`src/verilog/tvt_consts.vh`:
```
// Constants for the transcoder vertical blank timing block
`ifndef TVT_CONSTS_VH
`define TVT_CONSTS_VH

// Register offsets
`define TVT_OFS_VTOTAL      8'h00
`define TVT_OFS_VBLANK      8'h04
`define TVT_OFS_VRR_CTL     8'h08
`define TVT_OFS_VMIN        8'h0C
`define TVT_OFS_VMAX        8'h10
`define TVT_OFS_FLIPLINE    8'h14
`define TVT_OFS_PUSH        8'h18
`define TVT_OFS_STATUS      8'h1C
`define TVT_OFS_DATA_M      8'h20
`define TVT_OFS_DATA_N      8'h24
`define TVT_OFS_LINK_M      8'h28
`define TVT_OFS_LINK_N      8'h2C
`define TVT_OFS_LINE        8'h30

// Field positions
`define TVT_FLD_LO_MSB      15
`define TVT_FLD_HI_LSB      16
`define TVT_BIT_VRR_EN      0
`define TVT_BIT_FLIP_EN     1
`define TVT_BIT_LRR_EN      31
`define TVT_BIT_PUSH_EN     0
`define TVT_BIT_PUSH_SEND   1

// Reset values
`define TVT_RST_VTOTAL      32'h0000_0000
`define TVT_RST_VBLANK      32'h0000_0000
`define TVT_RST_ZERO        32'h0000_0000

// Timing counts
`define TVT_HLINE_CYCLES    16'h0010
`define TVT_FSTART_DELAY    16'h0002
`define TVT_LRR_STEP        16'h0004

`endif

```
`src/verilog/tvt_line_tick.v`:
```
// Horizontal line tick generator for the vertical timing block
`timescale 1ns/1ps
`default_nettype none

module tvt_line_tick
#(
  parameter CNT_W = 16
)
(
  // Clock and reset
  input  wire             ref_clk,
  input  wire             resetn,
  // Line length in clocks
  input  wire [CNT_W-1:0] line_len,
  // One pulse per line
  output reg              line_tick
);

  reg [CNT_W-1:0] cnt_q;

  // Count clocks, pulse at line end
  always @(posedge ref_clk)
  begin
    if (!resetn)
    begin
      cnt_q     <= {CNT_W{1'b0}};
      line_tick <= 1'b0;
    end
    else if (cnt_q + {{(CNT_W-1){1'b0}}, 1'b1} >= line_len)
    begin
      cnt_q     <= {CNT_W{1'b0}};
      line_tick <= 1'b1;
    end
    else
    begin
      cnt_q     <= cnt_q + {{(CNT_W-1){1'b0}}, 1'b1};
      line_tick <= 1'b0;
    end
  end

endmodule // tvt_line_tick

`default_nettype wire

```
`src/verilog/tvt_timing.v`:
```
// Transcoder vertical timing generator with variable and low refresh support
//
// Summary of operation
// - undelayed vblank rises once line count passes active end.
// - with variable refresh off, delayed vblank rises when line count reaches blank start line.
// - both vblanks fall together at wrap, once line count is at or past both total and blank end.
// - delayed vblank rising edge copies pending values into active copies.
// - frame start pulses after the update point; pixels follow it.
// - gap of blank start minus active end lines processes no pixels.
// - variable refresh stretches vblank before the gap, awaiting push.
// - link N write adopts all M/N values at next frame.
// - link and stream clocks synchronous; M/N fixed per pixel rate.
// - variable refresh varies blank between programmed minimum and maximum.
// - clearing low refresh enable steps total back gradually.
// - hardware clears push request when stretch termination begins.
`timescale 1ns/1ps
`default_nettype none
`include "tvt_consts.vh"

module tvt_timing
#(
  parameter LW    = 16,
  parameter MNW   = 24,
  parameter CNT_W = 16
)
(
  // Clock and reset
  input  wire             ref_clk,
  input  wire             resetn,
  // Register port
  input  wire [7:0]       reg_addr,
  input  wire [31:0]      reg_wdata,
  input  wire             reg_wr,
  input  wire             reg_rd,
  output reg  [31:0]      reg_rdata,
  // Vertical blank outputs to pipes
  output reg              vblank_undelayed,
  output reg              vblank_delayed,
  output reg              dbuf_update,
  output reg              frame_start,
  output reg              window2_active,
  output reg  [LW-1:0]    line_count,
  // Active M/N values
  output reg  [MNW-1:0]   data_m_active,
  output reg  [MNW-1:0]   data_n_active,
  output reg  [MNW-1:0]   link_m_active,
  output reg  [MNW-1:0]   link_n_active
);

  //--------------------------------------------------------------
  // Register storage
  //--------------------------------------------------------------
  reg [31:0]    vtotal_q;      // [15:0] active end, [31:16] total
  reg [31:0]    vblank_q;      // [15:0] blank start, [31:16] blank end
  reg [31:0]    vrr_ctl_q;
  reg [LW-1:0]  vmin_q;
  reg [LW-1:0]  vmax_q;
  reg [LW-1:0]  flipline_q;
  reg           push_en_q;
  reg           push_send_q;
  reg [MNW-1:0] data_m_q;
  reg [MNW-1:0] data_n_q;
  reg [MNW-1:0] link_m_q;
  reg [MNW-1:0] link_n_q;
  reg           mn_pend_q;
  reg [LW-1:0]  vact_act_q;
  reg [LW-1:0]  vbs_act_q;
  reg [LW-1:0]  vbe_act_q;
  reg [LW-1:0]  lrr_total_q;   // stepped total for low refresh exit
  reg           stretching_q;
  reg           term_q;
  reg [LW-1:0]  w2_left_q;
  reg [15:0]    fs_cnt_q;
  reg           fs_arm_q;
  reg           live_q;

  wire          line_tick;
  wire [LW-1:0] one = {{(LW-1){1'b0}}, 1'b1};

  wire          wr_push = reg_wr && (reg_addr == `TVT_OFS_PUSH);
  wire          vrr_en  = vrr_ctl_q[`TVT_BIT_VRR_EN];
  wire          lrr_en  = vrr_ctl_q[`TVT_BIT_LRR_EN];

  // Saturating step toward a target
  function [LW-1:0] tvt_step;
    input [LW-1:0] cur;
    input [LW-1:0] tgt;
    input [LW-1:0] stp;
    begin
      if (cur > tgt + stp)
        tvt_step = cur - stp;
      else if (cur + stp < tgt)
        tvt_step = cur + stp;
      else
        tvt_step = tgt;
    end
  endfunction

  //--------------------------------------------------------------
  // Line tick
  //--------------------------------------------------------------
  tvt_line_tick
  #(
    .CNT_W (CNT_W)
  )
  u_line_tick
  (
    .ref_clk   (ref_clk),
    .resetn    (resetn),
    .line_len  (`TVT_HLINE_CYCLES),
    .line_tick (line_tick)
  );

  //--------------------------------------------------------------
  // Register writes
  //--------------------------------------------------------------
  always @(posedge ref_clk)
  begin
    if (!resetn)
    begin
      vtotal_q    <= `TVT_RST_VTOTAL;
      vblank_q    <= `TVT_RST_VBLANK;
      vrr_ctl_q   <= `TVT_RST_ZERO;
      vmin_q      <= {LW{1'b0}};
      vmax_q      <= {LW{1'b0}};
      flipline_q  <= {LW{1'b0}};
      push_en_q   <= 1'b0;
      data_m_q    <= {MNW{1'b0}};
      data_n_q    <= {MNW{1'b0}};
      link_m_q    <= {MNW{1'b0}};
      link_n_q    <= {MNW{1'b0}};
    end
    else if (reg_wr)
    begin
      case (reg_addr)
        `TVT_OFS_VTOTAL:   vtotal_q   <= reg_wdata;
        `TVT_OFS_VBLANK:   vblank_q   <= reg_wdata;
        `TVT_OFS_VRR_CTL:  vrr_ctl_q  <= reg_wdata;
        `TVT_OFS_VMIN:     vmin_q     <= reg_wdata[LW-1:0];
        `TVT_OFS_VMAX:     vmax_q     <= reg_wdata[LW-1:0];
        `TVT_OFS_FLIPLINE: flipline_q <= reg_wdata[LW-1:0];
        `TVT_OFS_PUSH:     push_en_q  <= reg_wdata[`TVT_BIT_PUSH_EN];
        `TVT_OFS_DATA_M:   data_m_q   <= reg_wdata[MNW-1:0];
        `TVT_OFS_DATA_N:   data_n_q   <= reg_wdata[MNW-1:0];
        `TVT_OFS_LINK_M:   link_m_q   <= reg_wdata[MNW-1:0];
        `TVT_OFS_LINK_N:   link_n_q   <= reg_wdata[MNW-1:0];
        default:           ;
      endcase
    end
  end

  //--------------------------------------------------------------
  // Read data, one cycle after the strobe
  //--------------------------------------------------------------
  always @(posedge ref_clk)
  begin
    if (!resetn)
      reg_rdata <= 32'h0000_0000;
    else if (reg_rd)
    begin
      case (reg_addr)
        `TVT_OFS_VTOTAL:   reg_rdata <= vtotal_q;
        `TVT_OFS_VBLANK:   reg_rdata <= vblank_q;
        `TVT_OFS_VRR_CTL:  reg_rdata <= vrr_ctl_q;
        `TVT_OFS_VMIN:     reg_rdata <= {{(32-LW){1'b0}}, vmin_q};
        `TVT_OFS_VMAX:     reg_rdata <= {{(32-LW){1'b0}}, vmax_q};
        `TVT_OFS_FLIPLINE: reg_rdata <= {{(32-LW){1'b0}}, flipline_q};
        `TVT_OFS_PUSH:     reg_rdata <= {{30{1'b0}}, push_send_q, push_en_q};
        `TVT_OFS_STATUS:   reg_rdata <= {28'h000_0000, live_q, stretching_q,
                                         vblank_delayed, vblank_undelayed};
        `TVT_OFS_DATA_M:   reg_rdata <= {{(32-MNW){1'b0}}, data_m_active};
        `TVT_OFS_DATA_N:   reg_rdata <= {{(32-MNW){1'b0}}, data_n_active};
        `TVT_OFS_LINK_M:   reg_rdata <= {{(32-MNW){1'b0}}, link_m_active};
        `TVT_OFS_LINK_N:   reg_rdata <= {{(32-MNW){1'b0}}, link_n_active};
        `TVT_OFS_LINE:     reg_rdata <= {{(32-LW){1'b0}}, line_count};
        default:           reg_rdata <= 32'h0000_0000;
      endcase
    end
    else
      reg_rdata <= 32'h0000_0000;
  end

  //--------------------------------------------------------------
  // Push request: set by software, cleared at termination start
  //--------------------------------------------------------------
  // Termination waits for the minimum, so an early push is held, not lost
  wire term_start = stretching_q && line_tick && (line_count + one >= vmin_q) &&
                    ((push_send_q && (!vrr_ctl_q[`TVT_BIT_FLIP_EN] ||
                                      line_count + one >= flipline_q)) ||
                     (line_count + one >= vmax_q));

  always @(posedge ref_clk)
  begin
    if (!resetn)
      push_send_q <= 1'b0;
    else if (wr_push && reg_wdata[`TVT_BIT_PUSH_SEND] && push_en_q)
      push_send_q <= 1'b1;                   // Set wins over clear
    else if (term_start)
      push_send_q <= 1'b0;
  end

  //--------------------------------------------------------------
  // Line counter and vertical blank generation
  //--------------------------------------------------------------
  wire [LW-1:0] eff_total = lrr_total_q;
  // Frame ends only after the update point, so zero copies after reset
  // cannot lock the counter at line zero; stepped total may exceed blank end
  wire          at_wrap   = vblank_delayed && (line_count >= eff_total) &&
                            (line_count >= vbe_act_q);
  wire          in_gap    = (vbs_act_q > vact_act_q);

  always @(posedge ref_clk)
  begin
    if (!resetn)
    begin
      line_count       <= {LW{1'b0}};
      vblank_undelayed <= 1'b0;
      vblank_delayed   <= 1'b0;
      stretching_q     <= 1'b0;
      term_q           <= 1'b0;
      w2_left_q        <= {LW{1'b0}};
      window2_active   <= 1'b0;
      live_q           <= 1'b0;
    end
    else if (line_tick)
    begin
      if (at_wrap && !stretching_q)
      begin
        line_count <= {LW{1'b0}};
        vblank_undelayed <= 1'b0;
        vblank_delayed   <= 1'b0;
        window2_active   <= 1'b0;
        term_q           <= 1'b0;
        live_q           <= vrr_en;
      end
      else
      begin
        line_count <= line_count + one;
        if (line_count + one > vact_act_q && !vblank_undelayed)
        begin
          vblank_undelayed <= 1'b1;
          stretching_q <= vrr_en && (line_count + one < vmax_q);
        end
        // stretch ends between min and max
        if (term_start && line_count + one >= vmin_q)
        begin
          stretching_q <= 1'b0;
          term_q       <= 1'b1;
        end
        // window 2 spans start minus end lines with variable refresh, two lines fewer without
        if (!stretching_q && vblank_undelayed && !vblank_delayed && in_gap)
          window2_active <= 1'b1;
        if (!stretching_q && !vblank_delayed &&
            ((!vrr_en && line_count + one >= vbs_act_q) ||
             (vrr_en && term_q && w2_left_q == {LW{1'b0}})))
        begin
          vblank_delayed <= 1'b1;
          window2_active <= 1'b0;
        end
        if (term_q && w2_left_q != {LW{1'b0}})
          w2_left_q <= w2_left_q - one;
        else if (!term_q)
          w2_left_q <= vbs_act_q - vact_act_q;
      end
    end
  end

  //--------------------------------------------------------------
  // Double-buffer update at delayed vblank rise, then frame start
  //--------------------------------------------------------------
  wire vbd_rise = line_tick && !vblank_delayed && !stretching_q &&
                  ((!vrr_en && line_count + one >= vbs_act_q &&
                    !(at_wrap)) ||
                   (vrr_en && term_q && w2_left_q == {LW{1'b0}}));

  always @(posedge ref_clk)
  begin
    if (!resetn)
    begin
      dbuf_update  <= 1'b0;
      vact_act_q   <= {LW{1'b0}};
      vbs_act_q    <= {LW{1'b0}};
      vbe_act_q    <= {LW{1'b0}};
      lrr_total_q  <= {LW{1'b0}};
    end
    else
    begin
      dbuf_update <= vbd_rise;
      if (vbd_rise)
      begin
        vact_act_q   <= vtotal_q[`TVT_FLD_LO_MSB:0];
        vbs_act_q    <= vblank_q[`TVT_FLD_LO_MSB:0];
        vbe_act_q    <= vblank_q[31:`TVT_FLD_HI_LSB];
        // gradual step after low refresh off
        if (lrr_en || lrr_total_q == {LW{1'b0}})
          lrr_total_q <= vtotal_q[31:`TVT_FLD_HI_LSB];
        else
          lrr_total_q <= tvt_step(lrr_total_q, vtotal_q[31:`TVT_FLD_HI_LSB],
                                  `TVT_LRR_STEP);
      end
    end
  end

  always @(posedge ref_clk)
  begin
    if (!resetn)
    begin
      fs_cnt_q    <= 16'h0000;
      fs_arm_q    <= 1'b0;
      frame_start <= 1'b0;
    end
    else if (dbuf_update)
    begin
      fs_cnt_q    <= `TVT_FSTART_DELAY;
      fs_arm_q    <= 1'b1;
      frame_start <= 1'b0;
    end
    else if (fs_arm_q && fs_cnt_q == 16'h0000)
    begin
      fs_arm_q    <= 1'b0;
      frame_start <= 1'b1;
    end
    else
    begin
      fs_cnt_q    <= (fs_cnt_q == 16'h0000) ? 16'h0000 : fs_cnt_q - 16'h0001;
      frame_start <= 1'b0;
    end
  end

  //--------------------------------------------------------------
  // M/N adoption: link N write arms, next frame start applies
  //--------------------------------------------------------------
  always @(posedge ref_clk)
  begin
    if (!resetn)
    begin
      mn_pend_q     <= 1'b0;
      data_m_active <= {MNW{1'b0}};
      data_n_active <= {MNW{1'b0}};
      link_m_active <= {MNW{1'b0}};
      link_n_active <= {MNW{1'b0}};
    end
    else if (mn_pend_q && frame_start)
    begin
      mn_pend_q     <= reg_wr && (reg_addr == `TVT_OFS_LINK_N);
      data_m_active <= data_m_q;
      data_n_active <= data_n_q;
      link_m_active <= link_m_q;
      link_n_active <= link_n_q;
    end
    else if (reg_wr && (reg_addr == `TVT_OFS_LINK_N))
      mn_pend_q <= 1'b1;
  end

endmodule // tvt_timing

`default_nettype wire

```
`config.mk`:
```
export PLATFORM = sky130hd
export DESIGN_NAME = tvt_timing
export DESIGN_NICKNAME = d
export VERILOG_FILES = /design/src/verilog/tvt_line_tick.v /design/src/verilog/tvt_timing.v
export VERILOG_INCLUDE_DIRS = /design/src /design/src/verilog
export SDC_FILE = /design/constraint.sdc
export NUM_CORES = 1
export LEC_CHECK = 0
export BUFFER_PORTS_ARGS = -buffer_cell sky130_fd_sc_hd__buf_2
export CORE_UTILIZATION = 55
export DETAILED_ROUTE_END_ITERATION = 16
export GPL_TIMING_DRIVEN = 1
export HOLD_SLACK_MARGIN = 0.12
export PLACE_DENSITY_LB_ADDON = 0.12
export SKIP_LAST_GASP = 1
export SYNTH_ARGS = -nofsm -noshare
export SYNTH_HDL_FRONTEND = slang
export SYNTH_SLANG_ARGS = --single-unit
```
`constraint.sdc`:
```
create_clock -name ref_clk -period 4 [get_ports ref_clk]
set_clock_uncertainty 0.1 [all_clocks]
set_input_delay 0.4 -clock ref_clk [delete_from_list [all_inputs] [get_ports ref_clk]]
set_output_delay 0.4 -clock ref_clk [all_outputs]
set_load 0.005 [all_outputs]
```
======== Word level (Yosys, flattened, before mapping) ========
Index checks and enable logic that the tools add are counted.
word-level totals
  output and inout bits ................... 149
  register bits after elaboration ......... 509
  logic and storage cells ................. 176
  bits of input ports ..................... 44
operators by class
  bitwise logic cells ..................... 2
  eq/ne operators ......................... 14
  order comparisons ....................... 12
  multiplexer cells ....................... 29
  reduce and logical (&&, ||, !) cells .... 74
  $add $sub $neg .......................... 8
operators by type and width
  kind                                                                number
  case mux 32 bit (13 select lines)                                   1
  2-to-1 mux 16 bit                                                   7
  greater-or-equal comparator 16 bit                                  6
  greater-than comparator 16 bit                                      3
  zero test 16 bit                                                    3
  == test 8 x 6 -> 1 bit, second input constant                       5
  AND reduction 2 bit                                                 17
  adder 16 x 1 -> 16 bit, second input constant                       2
  adder 16 x 3 -> 16 bit, second input constant                       2
  == test 8 x 5 -> 1 bit, second input constant                       4
  less-than comparator 16 bit                                         2
  subtractor 16 x 1 -> 16 bit, second input constant                  2
  logical AND 1 bit                                                   29
  2-to-1 mux 1 bit                                                    19
  == test 8 x 4 -> 1 bit, second input constant                       2
  greater-or-equal comparator 16 x 5 -> 1 bit, second input constant  1
  nonzero test 16 bit                                                 1
  subtractor 16 bit                                                   1
  subtractor 16 x 3 -> 16 bit, second input constant                  1
  nonzero test 2 bit                                                  7
  == test 8 x 3 -> 1 bit, second input constant                       1
  zero test 8 bit                                                     1
  zero test 1 bit                                                     6
  AND reduction 3 bit                                                 2
  7 further kinds                                                     14

======== Logic depth before layout (Yosys ltp) ========
  depth after elaboration ................. 9
  depth in mapped cells ................... 18
  gate-level depth less buffers ........... 16

======== Cells and area by module ========
A second synthesis with hierarchy kept.
second synthesis, totals
  cell total of the unflattened synthesis .. 3,224
  area, all modules ....................... 25,430.6 µm²
modules (own cells, without submodules)
  module         cells each  seq. area each (µm²)  times used  area each (µm²)
  tvt_timing     3,096       9,849.4               1           24,255.8
  tvt_line_tick  128         340.3                 1           1,174.9

======== Worst setup path after synthesis ========
No wires, ideal clock.
  kind .................................... reg2reg
  start point ............................. reg line_count[0]
  end point ............................... reg push_send_q
  data required time ...................... 3.768 ns
  library setup time ...................... 0.132 ns
  buffers on the path ..................... 0
  stages on the path, launching flop included .. 17
  period minus slack after synthesis ...... 4.043 ns
  path slack .............................. -0.043 ns
  data arrival time ....................... 3.810 ns
  cells stage by stage .................... dfxtp_1 > ha_1 > and3_1 > and3_1 > and3_1 > and3_1 > nand3_1 > xnor2_1 > ha_1 > nand4_1 > or4_1 > nor3_1 > a21oi_1 > and3_1 > a211oi_1 > nand2b_1 > a21oi_1
on the way
  word-level cells in the longest chain between the ends .. 7
  elaborated cells on any way between the ends .. 10
  those cells by class .................... add/sub (1); order compare (3); reduce/logical (6)
RTL lines
  item                                line                                                  text
  start: declaration                  tvt_timing.v:42                                       output reg [LW-1:0] line_count,
  start signal: assignment            tvt_timing.v:216                                      line_count <= {LW{1'b0}};
  start signal: assignment            tvt_timing.v:229                                      line_count <= {LW{1'b0}};
  start signal: assignment            tvt_timing.v:238                                      line_count <= line_count + one;
  adder 16 x 1 -> 16 bit (*)          tvt_timing.v:187, tvt_timing.v:189, tvt_timing.v:190
  greater-or-equal comparator 16 bit  tvt_timing.v:189                                      line_count + one >= flipline_q)) ||
  logical OR 1 bit                    tvt_timing.v:188                                      ((push_send_q && (!vrr_ctl_q[`TVT_BIT_FLIP_EN] ||
  logical AND 1 bit                   tvt_timing.v:188
  logical OR 1 bit                    tvt_timing.v:188
  logical AND 1 bit (*)               tvt_timing.v:187                                      wire term_start = stretching_q && line_tick && (line_count + one >= vmin_q) &&
  nonzero test 2 bit (no line) (*)    -
  end signal: assignment              tvt_timing.v:195                                      push_send_q <= 1'b0;
  end signal: assignment              tvt_timing.v:197                                      push_send_q <= 1'b1;
  end signal: assignment              tvt_timing.v:199                                      push_send_q <= 1'b0;
  end: declaration                    tvt_timing.v:60                                       reg push_send_q;
Every way passes the cells marked *; elsewhere a longest branch is shown, timed or not.
A chain may end at the register's enable or synchronous reset.

======== Final worst setup path ========
  start point ............................. reg line_count[0]
  end point ............................... reg stretching_q
on the way
  word-level cells in the longest chain between the ends .. 9
  elaborated cells on any way between the ends .. 24
  those cells by class .................... add/sub (1); order compare (7); mux (2); bitwise (1); reduce/logical (13)
RTL lines
  item                                line              text
  adder 16 x 1 -> 16 bit              -
  greater-or-equal comparator 16 bit  tvt_timing.v:189
  logical OR 1 bit                    tvt_timing.v:188
  logical AND 1 bit                   tvt_timing.v:188
  logical OR 1 bit                    tvt_timing.v:188
  logical AND 1 bit                   tvt_timing.v:187
  logical AND 1 bit                   tvt_timing.v:245  if (term_start && line_count + one >= vmin_q)
  nonzero test 2 bit (no line)        -
  AND reduction 3 bit (no line)       -
  end signal: assignment              tvt_timing.v:242  stretching_q <= vrr_en && (line_count + one < vmax_q);
  end: declaration                    tvt_timing.v:70   reg stretching_q;
Parallel ways exist; a longest one is shown, timed or not. The select of a mux whose other input is x is not followed.

==> out/results.ini <==
[status]
status = completed

[grt]
antenna_found_initial = 0
grt_pass1_wl_um = 135000
grt_max_degree = 109
grt_usage_pct = 37.4
use_met1_pct = 53.0
grt_pass1_vias = 23009
met2_usage_pct = 58.8
overflow = 0
busiest_layer = met2
met3_usage_pct = 5.82

[critical_path]
cp-start-kind = flip-flop
worstPathArrival_ns = 4.18
r2r_setup_slack_ns = 0.21
worst_setup_path_end_kind = flip-flop
cpPeakStageDelay_ns = 0.51
reg2reg_depth = 14
crit_type = reg -> reg
path_cells = ha_1 > and3_1 > and3_4 > and3_1 > and3_4 > xor2_2 > ha_1 > and4_1 > a2111oi_0 > nor3_1 > a21oi_1 > a31oi_2 > a41oi_1 > o22ai_1
crit_path_start = line_count[0]$_SDFFE_PN0P_
r2r_start = line_count[0]$_SDFFE_PN0P_
worstPathRequired_ns = 4.39
critPathMaxFanout = 5
r2r_end = stretching_q$_SDFFE_PN0P_
cp_slowest_cell = a2111oi_0

[power_and_ir_drop]
max-vdd-ir-drop_uv = 595
p_clk_share_pct = 34.9
p_switching_mw = 4.89
seqPwrFrac_pct = 35.8
internal_power_mw = 10.2
p_leak_nw = 11.2
combPwrFrac_pct = 29.3
powerDensity_mw_per_mm2 = 519
p_sw_share_pct = 32.4

[sta]
tns_ns = 0
finalMaxSlewViolations = 0
slew_headroom_pct = 22.9
final_hold_viol_count = 0
worstMarginPinSlew_ns = 1.15
finalCritPeriodShare_pct = 94.6
finalCriticalPeriod_ns = 3.79
setup_viol = 0
rsz0062_at_grt = false
holdWs_ns = 0.196
fmax_ghz = 0.264

[route]
vias_per_cell = 6.11
drc = 0
ant_nets = 0
wirelength_um = 87900
wl_per_cell_um = 22.0
first_iter_violations = 2892
firstDrtPassIters = 7
num_vias = 24451

[synthesis]
netlist_area_sq_mm = 0.0247
synthFlopType = dfxtp_1
synth_seq_cells = 509
synth_area_leaders = dfxtp_1 (41%), nand2_1 (12%), a21oi_1 (9.3%)
synthTopCellsByCount = nand2_1 (779), dfxtp_1 (509), a21oi_1 (459)
synth_area_leader_cell = dfxtp_1
yosysWarnings = 0
synth.distinct_cells = 75
synth_most_common_cell = nand2_1
netlist_instances = 3151
synth_async_sr_flop_share_pct = 0
avgSynthCellArea_sq_um = 7.85
synthDominantCellAreaShare_pct = 41.2
yosysSeqAreaShare_pct = 41.2
synth_edf_count = 0

[final_layout]
nNetsFinal = 3584
drive_above_1_share_pct = 13.4
n_fill_cell = 3913
diodes = 0
seq_area_sq_mm = 0.0102
multi_input_area_sq_mm = 0.0134
area_growth_pct = 17.6

[die]
io_pins = 193
die_w_um = 214
core_region_area_sq_mm = 0.0443
rows = 77
die_area_sq_mm = 0.0458
initial_core_util_pct = 55.8
die_h_um = 214

[placed_design]
gp_congestion = 0.956
port_buffers = 192
dp_hpwl_um = 62400

[cts]
root_buffer = clkbuf_16
numCtsBuffers = 53
clkSinkCount = 509
cts_max_level = 2
clock_path_buffers = 3
insertion_delay_ns = 0.63
cts_tree = done
clk_pin_slew_ns = 0.07

[hold_path]
hold_path_class = in -> reg
whs_endpoint = flipline_q[10]$_SDFFE_PN0P_
min_path_cells = 3
min_from = reg_wr

[flow_run]
drv_cap = 0

## cell families after synthesis
family	after synthesis	share of synthesized area (%)
AO/OA/AOI/OAI	777	18.9
XOR/XNOR	71	2.52
adder cells (fa/ha/maj)	169	8.58
buffers and inverters	346	5.36
flip-flops	509	41.2
multiplexers	52	2.11
other	1	0.0152
AND/OR/NAND/NOR	1226	21.3
## power by group through the flow
| stage | Clock (mW) | Sequential (mW) | Combinational, mW |
|---|---|---|---|
| global placement | 0 | 5.50 | 4.06 |
| global route | 5.50 | 5.42 | 4.76 |
| floorplan | 0 | 5.45 | 2.83 |
| detailed placement | 0 | 5.50 | 4.15 |
| finish | 5.26 | 5.40 | 4.41 |
| CTS | 5.29 | 5.40 | 4.20 |
## per-stage QoR
stage	setup slack [ns]	power [mW]	cells	cell area [sq um]	utilization, %
after global routing	0.00917	15.7	4004	29100	65.6
after floorplan	0.0756	8.28	3162	24800	-
final	0.215	15.1	4004	29100	65.6
after detailed placement	-0.0127	9.65	3870	26700	60.3
after CTS	0.0237	14.9	3998	28900	65.3
after global placement	0.0886	9.55	3870	26700	60.3
## flip-flops by register name, indices dropped and copies added, names as in the netlist, 32 cells and up
register,flops
reg_rdata,32
vblank_q,32
vrr_ctl_q,32
vtotal_q,32
## cell type report
type / instances / area share (%)
Timing Repair Buffer: 352 / 7.98
Inverter: 147 / 1.92
Tap cell: 592 / 2.55
Multi-Input combinational cell: 2308 / 46.1
Sequential cell: 509 / 35.1
Clock buffer: 77 / 5.39
Clock inverter: 19 / 1.00
## critical path, delay by kind of cell, from the launching register on
kind                       cells  cell delay [ns]
adders and majority gates      2             0.50
and+or+nand+nor                6             1.17
AOI/OAI and AO/OA              5             1.20
DFF                            1             0.37
xor gates and xnor gates       1             0.30
## worst max-delay path by stage
stage	endpoint	slack [ns]
floorplan	push_send_q$_SDFFE_PN0P_	0.08
global placement	vbs_act_q[9]$_SDFFE_PN0P_	0.09
detailed placement	eff_total[6]$_SDFFE_PN0P_	-0.01
CTS	eff_total[6]$_SDFFE_PN0P_	0.02
global route	term_q$_SDFFE_PN0P_	0.009
finish	stretching_q$_SDFFE_PN0P_	0.21
## cells in the final DEF (no fill, tap or decap), types with 7 or more instances in the layout
cell | synthesis | final
nor2_2 | 1 | 10
nor3_1 | 42 | 40
o22ai_1 | 7 | 7
inv_1 | 147 | 146
xor2_1 | 28 | 25
a211oi_1 | 15 | 13
ha_1 | 168 | 168
a21oi_1 | 459 | 458
a221oi_1 | 25 | 24
a31oi_1 | 19 | 18
clkbuf_16 | 0 | 53
nand4_1 | 34 | 34
nand3b_1 | 9 | 9
nor4_1 | 24 | 24
nor2_1 | 155 | 146
a222oi_1 | 22 | 22
clkbuf_1 | 168 | 9
dfxtp_1 | 509 | 507
o21ai_0 | 66 | 66
o211ai_1 | 8 | 8
a2111oi_0 | 7 | 7
conb_1 | 1 | 12
nand3_1 | 74 | 72
buf_2 | 15 | 192
a21o_1 | 16 | 16
nor2b_1 | 17 | 17
nand2b_1 | 13 | 13
buf_4 | 2 | 120
clkinv_2 | 0 | 9
o21a_1 | 10 | 10
or3_1 | 8 | 8
clkbuf_8 | 0 | 15
a22o_1 | 17 | 17
and2_1 | 7 | 8
a22oi_1 | 64 | 64
xnor2_1 | 43 | 42
and3_1 | 32 | 30
dlygate4sd3_1 | 0 | 32
nand2_1 | 779 | 778
mux2i_1 | 51 | 51
## layer usage
metal	vias to the layer above	part of all wire, %
met4	0	2.4
met2	1305	45
met5	-	0
met3	161	10
li1	11317	-
met1	11668	43
## what timing repair did
| action | CTS | global route |
|---|---|---|
| resized for setup | 3 | 21 |
| hold buffers | 32 | 0 |
| buffers inserted | 0 | 5 |
| cloned | 0 | 1 |
| pin swaps | 0 | 5 |
| endpoints found under the setup margin | 25 | 66 |
| endpoints found under the hold margin | 240 | 0 |
No activity file was read; power rests on OpenSTA's default activity.
